===== config.mk =====
export PLATFORM = sky130hd
export DESIGN_NAME = frame_loss_mode_select
export DESIGN_NICKNAME = d
export VERILOG_FILES = /design/src/logic/loss_mode_pkg.sv /design/src/logic/stationarity_if.sv /design/src/logic/stationarity_tracker.sv /design/src/logic/frame_loss_mode_select.sv
export SDC_FILE = /design/constraint.sdc
export NUM_CORES = 1
export LEC_CHECK = 0
export ABC_AREA = 1
export BUFFER_PORTS_ARGS = -buffer_cell sky130_fd_sc_hd__buf_4
export CAP_MARGIN = 20
export CORE_MARGIN = 2
export CORE_UTILIZATION = 29
export DETAILED_ROUTE_END_ITERATION = 8
export GPL_TIMING_DRIVEN = 0
export PLACE_DENSITY = 0.66
export SYNTH_ARGS = -nofsm -noshare
export SYNTH_HDL_FRONTEND = slang
export SYNTH_SLANG_ARGS = --single-unit

===== constraint.sdc =====
create_clock -name core_clk -period 1.4 [get_ports core_clk]
set_clock_uncertainty 0.2 [all_clocks]
set_input_delay 0.07 -clock core_clk [delete_from_list [all_inputs] [get_ports core_clk]]
set_output_delay 0.07 -clock core_clk [all_outputs]
set_load 0.01 [all_outputs]

===== src/logic/loss_mode_pkg.sv =====
// loss_mode_pkg: constants and mode codes for the frame loss mode selector
// assumes energy figures arrive as unsigned Q0.16 fractions
package loss_mode_pkg;

  // widths
  localparam int ENERGY_W = 16;
  localparam int RUN_W = 8;
  localparam int HZ_W = 16;
  localparam int HIST_W = 3;

  // energy thresholds as printed, and their Q0.16 compare values
  localparam real ED_THRESH = 0.159063;
  localparam real STAT_THRESH = 0.032209;
  // x < t*65536 for integer x is x < ceil(t*65536)
  localparam logic [ENERGY_W-1:0] ED_THRESH_Q16 = 16'h28B9;
  localparam logic [ENERGY_W-1:0] STAT_THRESH_Q16 = 16'h083F;
  // small energy change limit for phase alignment eligibility
  localparam logic [ENERGY_W-1:0] SMALL_CHANGE_Q16 = 16'h083F;

  // peak sub-band window for phase alignment, in Hz
  localparam logic [HZ_W-1:0] PEAK_LO_HZ = 16'h004B;
  localparam logic [HZ_W-1:0] PEAK_HI_HZ = 16'h03E8;

  // run count figures
  localparam logic [RUN_W-1:0] RUN_ONE = 8'h01;

  // values after reset
  localparam logic RST_FLAG = 1'b0;
  localparam logic [HIST_W-1:0] RST_HIST = 3'h0;

  // selected concealment mode, one-hot
  typedef enum logic [6:0] {
    MODE_OVERLAP_ADD = 7'h01,
    MODE_PA_ERASED = 7'h02,
    MODE_PA_NEXT_GOOD = 7'h04,
    MODE_PA_BURST = 7'h08,
    MODE_RS_ERASED = 7'h10,
    MODE_RS_NEXT_GOOD = 7'h20,
    MODE_NEXT_GOOD_AFTER_BURST = 7'h40
  } conceal_mode_e;

endpackage


===== src/logic/stationarity_if.sv =====
// stationarity_if: carries energy and stationarity between selector and tracker
// assumes one clock domain shared by both ends
`timescale 1ns/100ps
`default_nettype none
interface stationarity_if;
  logic update;
  logic [loss_mode_pkg::ENERGY_W-1:0] energy_delta;
  logic stationary_now;
  logic stationary_final;

  modport tracker (input update, input energy_delta, output stationary_now, output stationary_final);
  modport selector (output update, output energy_delta, input stationary_now, input stationary_final);
endinterface
`default_nettype wire


===== src/logic/stationarity_tracker.sv =====
// stationarity_tracker: per-frame stationarity with hysteresis
// assumes update is a one-cycle pulse once per frame, clock enable gates the registers here
`timescale 1ns/100ps
`default_nettype none
module stationarity_tracker (
  // clock and reset
  input wire logic core_clk,
  input wire logic rst_n,
  input wire logic clk_en,
  // frame side
  stationarity_if.tracker st
);

  logic stationary_prev;
  logic stationary_final;
  logic next_stationary_prev;
  logic next_stationary_final;

  ////////////////////////////////////////////////////////////////////////
  // current stationarity from energy difference
  assign st.stationary_now = (st.energy_delta < loss_mode_pkg::STAT_THRESH_Q16);
  assign st.stationary_final = stationary_final;

  // hysteresis: final follows only when two frames agree
  always_comb begin
    next_stationary_prev = stationary_prev;
    next_stationary_final = stationary_final;
    if (st.update) begin
      if (st.stationary_now == stationary_prev) begin
        next_stationary_final = st.stationary_now;
      end
      next_stationary_prev = st.stationary_now;
    end
  end

  // state registers
  always_ff @(posedge core_clk or negedge rst_n) begin
    if (!rst_n) begin
      stationary_prev <= loss_mode_pkg::RST_FLAG;
      stationary_final <= loss_mode_pkg::RST_FLAG;
    end else if (clk_en) begin
      stationary_prev <= next_stationary_prev;
      stationary_final <= next_stationary_final;
    end
  end

endmodule
`default_nettype wire


===== src/logic/frame_loss_mode_select.sv =====
// frame_loss_mode_select: once-per-frame choice of concealment mode
// assumes frame decoder inputs are stable and valid in the cycle of frame_strobe
// assumes clk_en low freezes every register, the strobe echo included
`timescale 1ns/100ps
`default_nettype none
module frame_loss_mode_select (
  // clock, reset, enable
  input wire logic core_clk,
  input wire logic rst_n,
  input wire logic clk_en,
  // frame decoder inputs
  input wire logic frame_strobe,
  input wire logic bad_frame,
  input wire logic prev_freq_domain,
  input wire logic [loss_mode_pkg::RUN_W-1:0] lost_frame_run_count,
  input wire logic [loss_mode_pkg::ENERGY_W-1:0] energy_delta,
  // good-frame analysis for phase alignment eligibility
  input wire logic [loss_mode_pkg::HZ_W-1:0] peak_band_hz,
  input wire logic band_index_steady,
  input wire logic frame_transient,
  // decision outputs to concealment datapath
  output logic [6:0] conceal_mode,
  output logic mode_valid,
  output logic freq_domain_conceal,
  output logic reuse_prev_spectrum,
  output logic overlap_add_combine,
  // status
  output logic phase_align_allowed,
  output logic phase_align_continue,
  output logic stationary_final
);

  stationarity_if st ();

  loss_mode_pkg::conceal_mode_e mode;
  loss_mode_pkg::conceal_mode_e next_mode;
  logic prev_bad;
  logic next_prev_bad;
  logic pa_allowed;
  logic next_pa_allowed;
  logic pa_continue;
  logic next_pa_continue;
  logic [loss_mode_pkg::HIST_W-1:0] transient_hist;
  logic [loss_mode_pkg::HIST_W-1:0] next_transient_hist;
  logic fd_conceal;
  logic next_fd_conceal;
  logic valid;
  logic next_valid;
  logic low_energy;
  logic run_one;
  logic run_many;
  logic phase_clear;
  logic stat_or_low;
  logic peak_in_band;
  logic match_pa_erased;
  logic match_pa_next_good;
  logic match_pa_burst;
  logic match_rs_erased;
  logic match_rs_next_good;
  logic match_after_burst;
  logic eligible_now;

  ////////////////////////////////////////////////////////////////////////
  // stationarity tracker, updated once per frame
  assign st.update = frame_strobe;
  assign st.energy_delta = energy_delta;

  stationarity_tracker u_stat (
    .core_clk(core_clk),
    .rst_n(rst_n),
    .clk_en(clk_en),
    .st(st.tracker)
  );

  ////////////////////////////////////////////////////////////////////////
  // decision terms
  assign low_energy = (energy_delta < loss_mode_pkg::ED_THRESH_Q16);
  assign run_one = (lost_frame_run_count == loss_mode_pkg::RUN_ONE);
  assign run_many = (lost_frame_run_count > loss_mode_pkg::RUN_ONE);
  assign phase_clear = !pa_allowed && !pa_continue;
  assign stat_or_low = st.stationary_final || low_energy;
  assign peak_in_band = (peak_band_hz >= loss_mode_pkg::PEAK_LO_HZ) && (peak_band_hz <= loss_mode_pkg::PEAK_HI_HZ);

  ////////////////////////////////////////////////////////////////////////
  // one term per column of the selection table, flags taken from before the strobe
  assign match_pa_erased = bad_frame && run_one && pa_allowed && !pa_continue;
  assign match_pa_next_good = !bad_frame && prev_bad && pa_continue;
  assign match_pa_burst = bad_frame && prev_bad && pa_continue;
  assign match_rs_erased = bad_frame && phase_clear && stat_or_low;
  assign match_rs_next_good = !bad_frame && prev_bad && phase_clear && stat_or_low;
  assign match_after_burst = !bad_frame && prev_bad && run_many && phase_clear && !stat_or_low;

  // a good frame qualifies when its peak is within 75 to 1000 Hz, steady, calm and no transient is near
  assign eligible_now = peak_in_band && band_index_steady && (energy_delta < loss_mode_pkg::SMALL_CHANGE_Q16)
                        && (transient_hist == loss_mode_pkg::RST_HIST) && !frame_transient;

  ////////////////////////////////////////////////////////////////////////
  // decision group: mode, strobe echo and frequency-domain path

  // mode choice, phase alignment first, then repetition, then fallback
  always_comb begin
    next_mode = mode;
    if (frame_strobe) begin
      if (match_pa_erased) begin
        next_mode = loss_mode_pkg::MODE_PA_ERASED;
      end else if (match_pa_next_good) begin
        next_mode = loss_mode_pkg::MODE_PA_NEXT_GOOD;
      end else if (match_pa_burst) begin
        next_mode = loss_mode_pkg::MODE_PA_BURST;
      end else if (match_rs_erased) begin
        next_mode = loss_mode_pkg::MODE_RS_ERASED;
      end else if (match_rs_next_good) begin
        next_mode = loss_mode_pkg::MODE_RS_NEXT_GOOD;
      end else if (match_after_burst) begin
        next_mode = loss_mode_pkg::MODE_NEXT_GOOD_AFTER_BURST;
      end else begin
        next_mode = loss_mode_pkg::MODE_OVERLAP_ADD;
      end
    end
    // strobe echo and frequency-domain path, independent of the time-domain mode
    next_valid = frame_strobe;
    next_fd_conceal = fd_conceal;
    if (frame_strobe) begin
      next_fd_conceal = bad_frame && prev_freq_domain;
    end
  end

  // decision registers, frozen while the clock enable is low
  always_ff @(posedge core_clk or negedge rst_n) begin
    if (!rst_n) begin
      mode <= loss_mode_pkg::MODE_OVERLAP_ADD;
      valid <= loss_mode_pkg::RST_FLAG;
      fd_conceal <= loss_mode_pkg::RST_FLAG;
    end else if (clk_en) begin
      mode <= next_mode;
      valid <= next_valid;
      fd_conceal <= next_fd_conceal;
    end
  end

  ////////////////////////////////////////////////////////////////////////
  // continuation group: previous flag and phase alignment carry-over

  // continue is set by a phase-aligned erasure and dropped by any good frame
  always_comb begin
    next_prev_bad = prev_bad;
    next_pa_continue = pa_continue;
    if (frame_strobe) begin
      next_prev_bad = bad_frame;
      if (match_pa_erased || match_pa_burst) begin
        next_pa_continue = 1'b1;
      end else if (!bad_frame) begin
        next_pa_continue = 1'b0;
      end
    end
  end

  // continuation registers
  always_ff @(posedge core_clk or negedge rst_n) begin
    if (!rst_n) begin
      prev_bad <= loss_mode_pkg::RST_FLAG;
      pa_continue <= loss_mode_pkg::RST_FLAG;
    end else if (clk_en) begin
      prev_bad <= next_prev_bad;
      pa_continue <= next_pa_continue;
    end
  end

  ////////////////////////////////////////////////////////////////////////
  // eligibility group: memory update on good frames only

  // history and eligibility move only on good frames, bad frames leave them alone
  always_comb begin
    next_pa_allowed = pa_allowed;
    next_transient_hist = transient_hist;
    if (frame_strobe && !bad_frame) begin
      next_pa_allowed = eligible_now;
      next_transient_hist = {transient_hist[loss_mode_pkg::HIST_W-2:0], frame_transient};
    end
  end

  // eligibility registers
  always_ff @(posedge core_clk or negedge rst_n) begin
    if (!rst_n) begin
      pa_allowed <= loss_mode_pkg::RST_FLAG;
      transient_hist <= loss_mode_pkg::RST_HIST;
    end else if (clk_en) begin
      pa_allowed <= next_pa_allowed;
      transient_hist <= next_transient_hist;
    end
  end

  ////////////////////////////////////////////////////////////////////////
  // decision outputs
  assign conceal_mode = mode;
  assign mode_valid = valid;
  assign freq_domain_conceal = fd_conceal;
  assign reuse_prev_spectrum = fd_conceal;
  assign overlap_add_combine = (mode == loss_mode_pkg::MODE_OVERLAP_ADD);

  // status outputs
  assign phase_align_allowed = pa_allowed;
  assign phase_align_continue = pa_continue;
  assign stationary_final = st.stationary_final;

endmodule
`default_nettype wire


==> key figures, run 1 <==
Outcome
  • Outcome: finished with violations
  • Violations in the final reports: hold timing, setup timing

Critical path
  • Crit path max fanout: 3
  • Critical path class: reg -> out
  • Cells on worst reg2reg path: 6
  • Critical path startpoint category: flop
  • Crit end category: output port
  • WP data arrival: 1.20 ns
  • CP required: 1.13 ns

GRT
  • Initial antenna violation count: 0
  • GRT Util Overall: 0.1412
  • Vias in the first global route: 1135
  • First-pass GRT wire length: 4623 µm
  • Largest net degree at the start of global routing: 18
  • GRT overflow: 0

Routing
  • Routed WL per cell: 9.881 µm
  • Via/cell ratio: 4.451
  • Drc violations: 0
  • 1st-iter DRT viols: 29
  • WL final: 2737 µm
  • First-pass detailed-route iteration total: 3
  • Vias: 1233
  • Antenna Violating Nets Remaining: 0

Placement
  • DP Area: 1519 µm²
  • Dpl hpwl: 2101 µm
  • IO buf count: 61
  • Final Wtd Congestion: 0.7089

STA
  • Fin. Hold Viols: 2
  • Max-slew violations: 0
  • Setup ws final: -0.07070 ns
  • Hold_ws: -0.06411 ns
  • Slew @ Worst Pin: 0.3783 ns
  • Final setup TNS: -0.08371 ns
  • Tcrit/Tclk final: 1.051
  • Max-slew headroom: 0.7472
  • # setup viols final: 2
  • Fmax: 0.6799 GHz
  • Final min period: 1.471 ns
  • RSZ-0062 raised after global routing: yes

Synth
  • Register area share after synthesis: 0.4252
  • Yosys top cell area share: 0.3990
  • Synth top area cells: dfrtp_1, nand2_1, nor2_1, nand3_1, inv_1
  • Syn avg cell area: 7.017 µm²
  • Mapped Nets: 191
  • Post-synthesis cell type count: 25
  • Synth area leader: dfrtp_1
  • Synth Register Bits: 17
  • Yosys Warn Count: 0
  • Post-Syn Instances: 143
  • Synth Cell Area: 1003 µm²

Clocking
  • Clock root buffer: clkbuf_4
  • Htree depth: 1
  • Clock buffer count from CTS: 3
  • CTS tree: yes
  • Clock Tree Buf Depth: 2
  • Worst-Skew Late Latency: 0.29 ns
  • Clk slew on worst S/H paths: 0.11 ns
  • Clock Sinks: 17

Power and ir drop
  • Int Power: 860.1 µW
  • Net switching share of the total power: 0.2874
  • Power per cell area: 663.0 nW/µm²
  • Pwr Total: 1.207 mW
  • Power share of the clock group: 0.219
  • Logic pwr share: 0.306
  • Sequential Power Share: 0.475
  • Leak: 0.9393 nW
  • Peak supply drop: 0.2359 mV
  • Sw Pwr: 346.9 µW

Cells and area
  • Cell area after layout: 1821 µm²
  • Layout cells sized above 1: 0.4069
  • Fin util: 0.5456
  • FILL cells: 310
  • Final-stage net count: 280
  • Most frequent cells in the layout: buf_4, nand2_1, nor2_1, dlygate4sd3_1
  • Number of inserted diodes: 0
  • Syn-to-layout area delta: 81.42%
  • Most common cell after layout, fill and taps aside: buf_4

Die
  • Num rows: 21
  • Initial core utilization: 0.3007
  • Die W: 62.83 µm
  • Core footprint: 3337 µm²
  • Die height: 62.83 µm
  • IO Pins: 62
  • DIE AREA: 3947 µm²

Worst hold path
  • Worst Hold Class: in -> reg
  • Hold path cells: 3

Flow run
  • MaxCap Viol Count: 0
## cells by family (layout without fill, tap and decap cells)
group           after synthesis  in the layout  share of synthesized area
buf+inv                      19            107                    0.07481
compound gates               21             21                     0.1185
flops                        17             17                     0.4252
simple gates                 86             86                     0.3815
## power by group through the flow
stage	clock, mW	combinational, mW	sequential, mW
after floorplan	0	0.122	0.585
final	0.264	0.370	0.573
after CTS	0.272	0.362	0.573
after global routing	0.299	0.410	0.579
after global placement	0	0.316	0.579
after detailed placement	0	0.320	0.580
## area by class of cell
| type | count | area (µm²) | area share |
|---|---|---|---|
| multi-input cells | 107 | 540.5 | 0.2969 |
| well taps | 46 | 57.56 | 0.03162 |
| inverters | 17 | 70.07 | 0.03849 |
| flip-flops and latches | 17 | 429.2 | 0.2357 |
| clock buffers | 3 | 22.52 | 0.01237 |
| plain buffers | 2 | 12.51 | 0.006873 |
| repair buffers | 84 | 683.2 | 0.3753 |
| clock inverters | 1 | 5.005 | 0.002749 |
## through the flow
stage          setup WS [ns]  cells
2_1_floorplan        0.07500    143
3_3_place_gp        0.001522    250
3_5_place_dp        -0.02170    250
4_1_cts             -0.09037    271
5_1_grt              -0.1299    277
6_report            -0.07070    277
## cells in the mapped netlist
master	n
nor2_1	18
a21oi_1	3
inv_2	1
nand3_1	13
o21ai_1	2
nor4_1	2
nor3b_1	1
a211oi_1	1
nor2_2	2
o21ai_2	1
nand2_2	1
clkbuf_1	1
nand4_1	2
nand2_1	40
nor2_4	2
nor3_1	4
dfrtp_1	16
a31oi_1	1
inv_1	16
buf_4	1
dfstp_2	1
o21ai_0	11
o21a_1	1
a21oi_2	1
or2_2	1
## metal layers
metal	global-route usage	part of all wire	up-vias
li1	-	-	641
met5	0	0	-
met3	0.01261	0.046	2
met1	0.1721	0.43	552
met4	0.04167	0.0069	0
met2	0.2621	0.52	38
## worst paths after layout
path / from / to / slack (ns)
worst min-delay path: frame_strobe / freq_domain_conceal$_DFFE_PN0P_ / -0.06
worst max-delay path: conceal_mode[0]$_DFFE_PN1P_ / overlap_add_combine / -0.07
worst min register to register: conceal_mode[0]$_DFFE_PN1P_ / conceal_mode[0]$_DFFE_PN1P_ / 0.29
max in group asynchronous: rst_n / conceal_mode[0]$_DFFE_PN1P_ / 0.21
min in group asynchronous: rst_n / conceal_mode[2]$_DFFE_PN0P_ / 0.52
worst max register to register: phase_align_continue$_DFFE_PN0P_ / conceal_mode[0]$_DFFE_PN1P_ / 0.02
## registers in the layout, summed over array words and instances, names as in the netlist
name / flops
conceal_mode: 7
transient_hist: 3
freq_domain_conceal: 1
mode_valid: 1
phase_align_allowed: 1
phase_align_continue: 1
prev_bad: 1
u_stat.st.stationary_final: 1
u_stat.stationary_prev: 1
## worst max-delay path, cell delays in order (launching register included)
cell,delay (ns)
dfstp_2,0.56
nand3_2,0.08
nor4_2,0.13
buf_4,0.15
## what timing repair did
item,CTS,global route
endpoints found under the hold margin,28,2
pin swaps,0,7
endpoints found under the setup margin,4,13
setup buffers,0,6
hold buffers,17,1
resized for setup,3,17
Power figures use the tool's default switching activity.
==> run 2, diff against run 1 <==
--- a/config.mk
+++ b/config.mk
@@ -13,6 +13,7 @@
 export DETAILED_ROUTE_END_ITERATION = 8
 export GPL_TIMING_DRIVEN = 0
 export PLACE_DENSITY = 0.66
+export RECOVER_POWER = 100
 export SYNTH_ARGS = -nofsm -noshare
 export SYNTH_HDL_FRONTEND = slang
 export SYNTH_SLANG_ARGS = --single-unit
==> run 2 against run 1 <==
Effect of this change:
- the run still ends with hold timing, setup timing left
- first-iteration DRC count rose by 3.4%
- maximum frequency barely moved
- final cell count did not move
- largest cell class unchanged
- register-to-register slack barely moved
- global-route usage did not move
- hold slack barely moved
- utilization fell by 0.75 points
- worst setup slack got worse by 0.0010 ns
- via count barely moved
- clock power barely moved
- combinational power fell by 3%
- critical path type unchanged
==> key figures, run 2 (synthesis gave the netlist of run 1 again) <==
Outcome
  • Outcome: finished with violations
  • Violations in the final reports: hold timing, setup timing

Cells and area
  • Max reg flops: 7
  • Seq. cell area: 429.2 µm²
  • FILL cells: 323
  • Syn-to-layout area delta: 78.93%
  • Most frequent cells in the layout: buf_4, nand2_1, nor2_1, dlygate4sd3_1
  • Number of inserted diodes: 0
  • Most common cell after layout, fill and taps aside: buf_4
  • Multi-input logic area: 540.5 µm²
  • Cell area after layout: 1795 µm²
  • Layout cells sized above 1: 0.3810
  • Fin util: 0.5381
  • Final-stage net count: 280

STA
  • Final min period: 1.472 ns
  • Slew @ Worst Pin: 0.4140 ns
  • Max-slew headroom: 0.7240
  • Setup ws final: -0.07170 ns
  • # setup viols final: 2
  • RSZ-0062 raised after global routing: yes
  • Tcrit/Tclk final: 1.051
  • Max-slew violations: 0
  • Fmax: 0.6795 GHz
  • Hold_ws: -0.06411 ns
  • Fin. Hold Viols: 2

Clocking
  • Clock Tree Buf Depth: 2
  • Clock root buffer: clkbuf_4
  • Htree depth: 1
  • Worst-Skew Late Latency: 0.29 ns
  • Clock buffer count from CTS: 3
  • Clk slew on worst S/H paths: 0.11 ns
  • CTS tree: yes
  • Clock Sinks: 17

Routing
  • Met3 wire length: 123 µm
  • Vias: 1232
  • Max layer used: met4
  • DR WL met2: 1411 µm
  • 1st-iter DRT viols: 30
  • Via/cell ratio: 4.448
  • First-pass detailed-route iteration total: 3
  • Wl on met1: 1192 µm
  • Routed WL per cell: 9.917 µm
  • Drc violations: 0
  • Antenna Violating Nets Remaining: 0
  • WL final: 2747 µm

Die
  • Initial core utilization: 0.3007
  • Core footprint: 3337 µm²
  • Die W: 62.83 µm
  • IO Pins: 62
  • DIE AREA: 3947 µm²
  • Die height: 62.83 µm
  • Num rows: 21

Power and ir drop
  • Sw Pwr: 347.0 µW
  • Sequential Power Share: 0.479
  • Logic pwr share: 0.300
  • Int Power: 848.8 µW
  • Leak: 0.9141 nW
  • Net switching share of the total power: 0.2902
  • Power share of the clock group: 0.221
  • Peak supply drop: 0.2349 mV
  • Power per cell area: 666.0 nW/µm²

GRT
  • Largest net degree at the start of global routing: 18
  • First-pass GRT wire length: 4623 µm
  • GRT Util Overall: 0.1412
  • GRT overflow: 0
  • Vias in the first global route: 1135
  • Initial antenna violation count: 0

Placement
  • IO buf count: 61
  • Dpl hpwl: 2101 µm
  • DP Area: 1519 µm²
  • Final Wtd Congestion: 0.7089

Critical path
  • Largest stage delay, worst path: 0.56 ns
  • Crit path max fanout: 3
  • CP required: 1.13 ns
  • Critical path class: reg -> out
  • WP data arrival: 1.20 ns
  • WP buf/inv: 1
  • Cell family with the largest share of critical-path delay: flip-flops
  • Crit-path slowest cell: dfstp_2
  • Crit end category: output port
  • Critical path startpoint category: flop
  • CP Cell Sequence: nand3_2 > nor4_2 > buf_4

Worst hold path
  • Worst Hold Class: in -> reg

Flow run
  • MaxCap Viol Count: 0
## run 2: cell types whose count changed in the layout (fill, tap and decap cells not counted)
cell | previous run | this run
clkbuf_2 | 1 | 2
buf_4 | 66 | 59
clkbuf_1 | 0 | 6
## run 2: per-stage QoR
| step | total power [mW] | cells | hold WS, ns | setup slack (ns) | setup TNS [ns] |
|---|---|---|---|---|---|
| after global placement | 0.8952 | 250 | -0.2517 | 0.001522 | 0 |
| after floorplan | 0.7068 | 143 | -0.4256 | 0.07500 | 0 |
| after detailed placement | 0.9000 | 250 | -0.2544 | -0.02170 | -0.04337 |
| after CTS | 1.207 | 271 | -0.07651 | -0.09037 | -0.1369 |
| final | 1.196 | 277 | -0.06411 | -0.07170 | -0.08471 |
| after global routing | 1.277 | 277 | -0.05361 | -0.1299 | -0.3417 |
## run 2: final timing paths
check	from	to	slack, ns	depth (start not counted)
setup / recovery	conceal_mode[0]$_DFFE_PN1P_	overlap_add_combine	-0.07	3
hold / removal	frame_strobe	freq_domain_conceal$_DFFE_PN0P_	-0.06	3
setup reg to reg	phase_align_continue$_DFFE_PN0P_	conceal_mode[0]$_DFFE_PN1P_	0.02	6
min in group asynchronous	rst_n	conceal_mode[2]$_DFFE_PN0P_	0.58	3
hold reg to reg	conceal_mode[0]$_DFFE_PN1P_	conceal_mode[0]$_DFFE_PN1P_	0.29	2
max in group asynchronous	rst_n	conceal_mode[0]$_DFFE_PN1P_	0.07	3
## run 2: final cells by class
cell class / instances / area share
multi-input cells: 107 / 0.3010
flip-flops and latches: 17 / 0.2390
plain buffers: 2 / 0.006969
repair buffers: 84 / 0.3666
well taps: 46 / 0.03206
clock buffers: 3 / 0.01254
inverters: 17 / 0.03902
clock inverters: 1 / 0.002787
## run 2: power by group through the flow
stage,logic (mW),registers (mW),clock network [mW]
6_report,0.359,0.573,0.264
5_1_grt,0.400,0.578,0.299
4_1_cts,0.362,0.573,0.272
3_5_place_dp,0.320,0.580,0
3_3_place_gp,0.316,0.579,0
2_1_floorplan,0.122,0.585,0
## run 2: per-layer routing
layer  track usage  up-vias
met2        0.2621       38
met4       0.04167        0
met1        0.1721      551
li1              -      641
met3       0.01261        2
met5             0        -
## run 2: timing repair
action | 4_1_cts | 5_1_grt
hold buffers | 17 | 1
buffers inserted | 0 | 6
endpoints found under the setup margin | 4 | 13
hold endpoints to repair | 28 | 2
gates resized for setup | 3 | 17
pin swaps | 0 | 7
## run 2: worst register-to-register path: cells and delay by family (launching register included)
family        cells  cell delay, ns
flops             1            0.46
buf+inv           1            0.08
simple gates      5            0.56
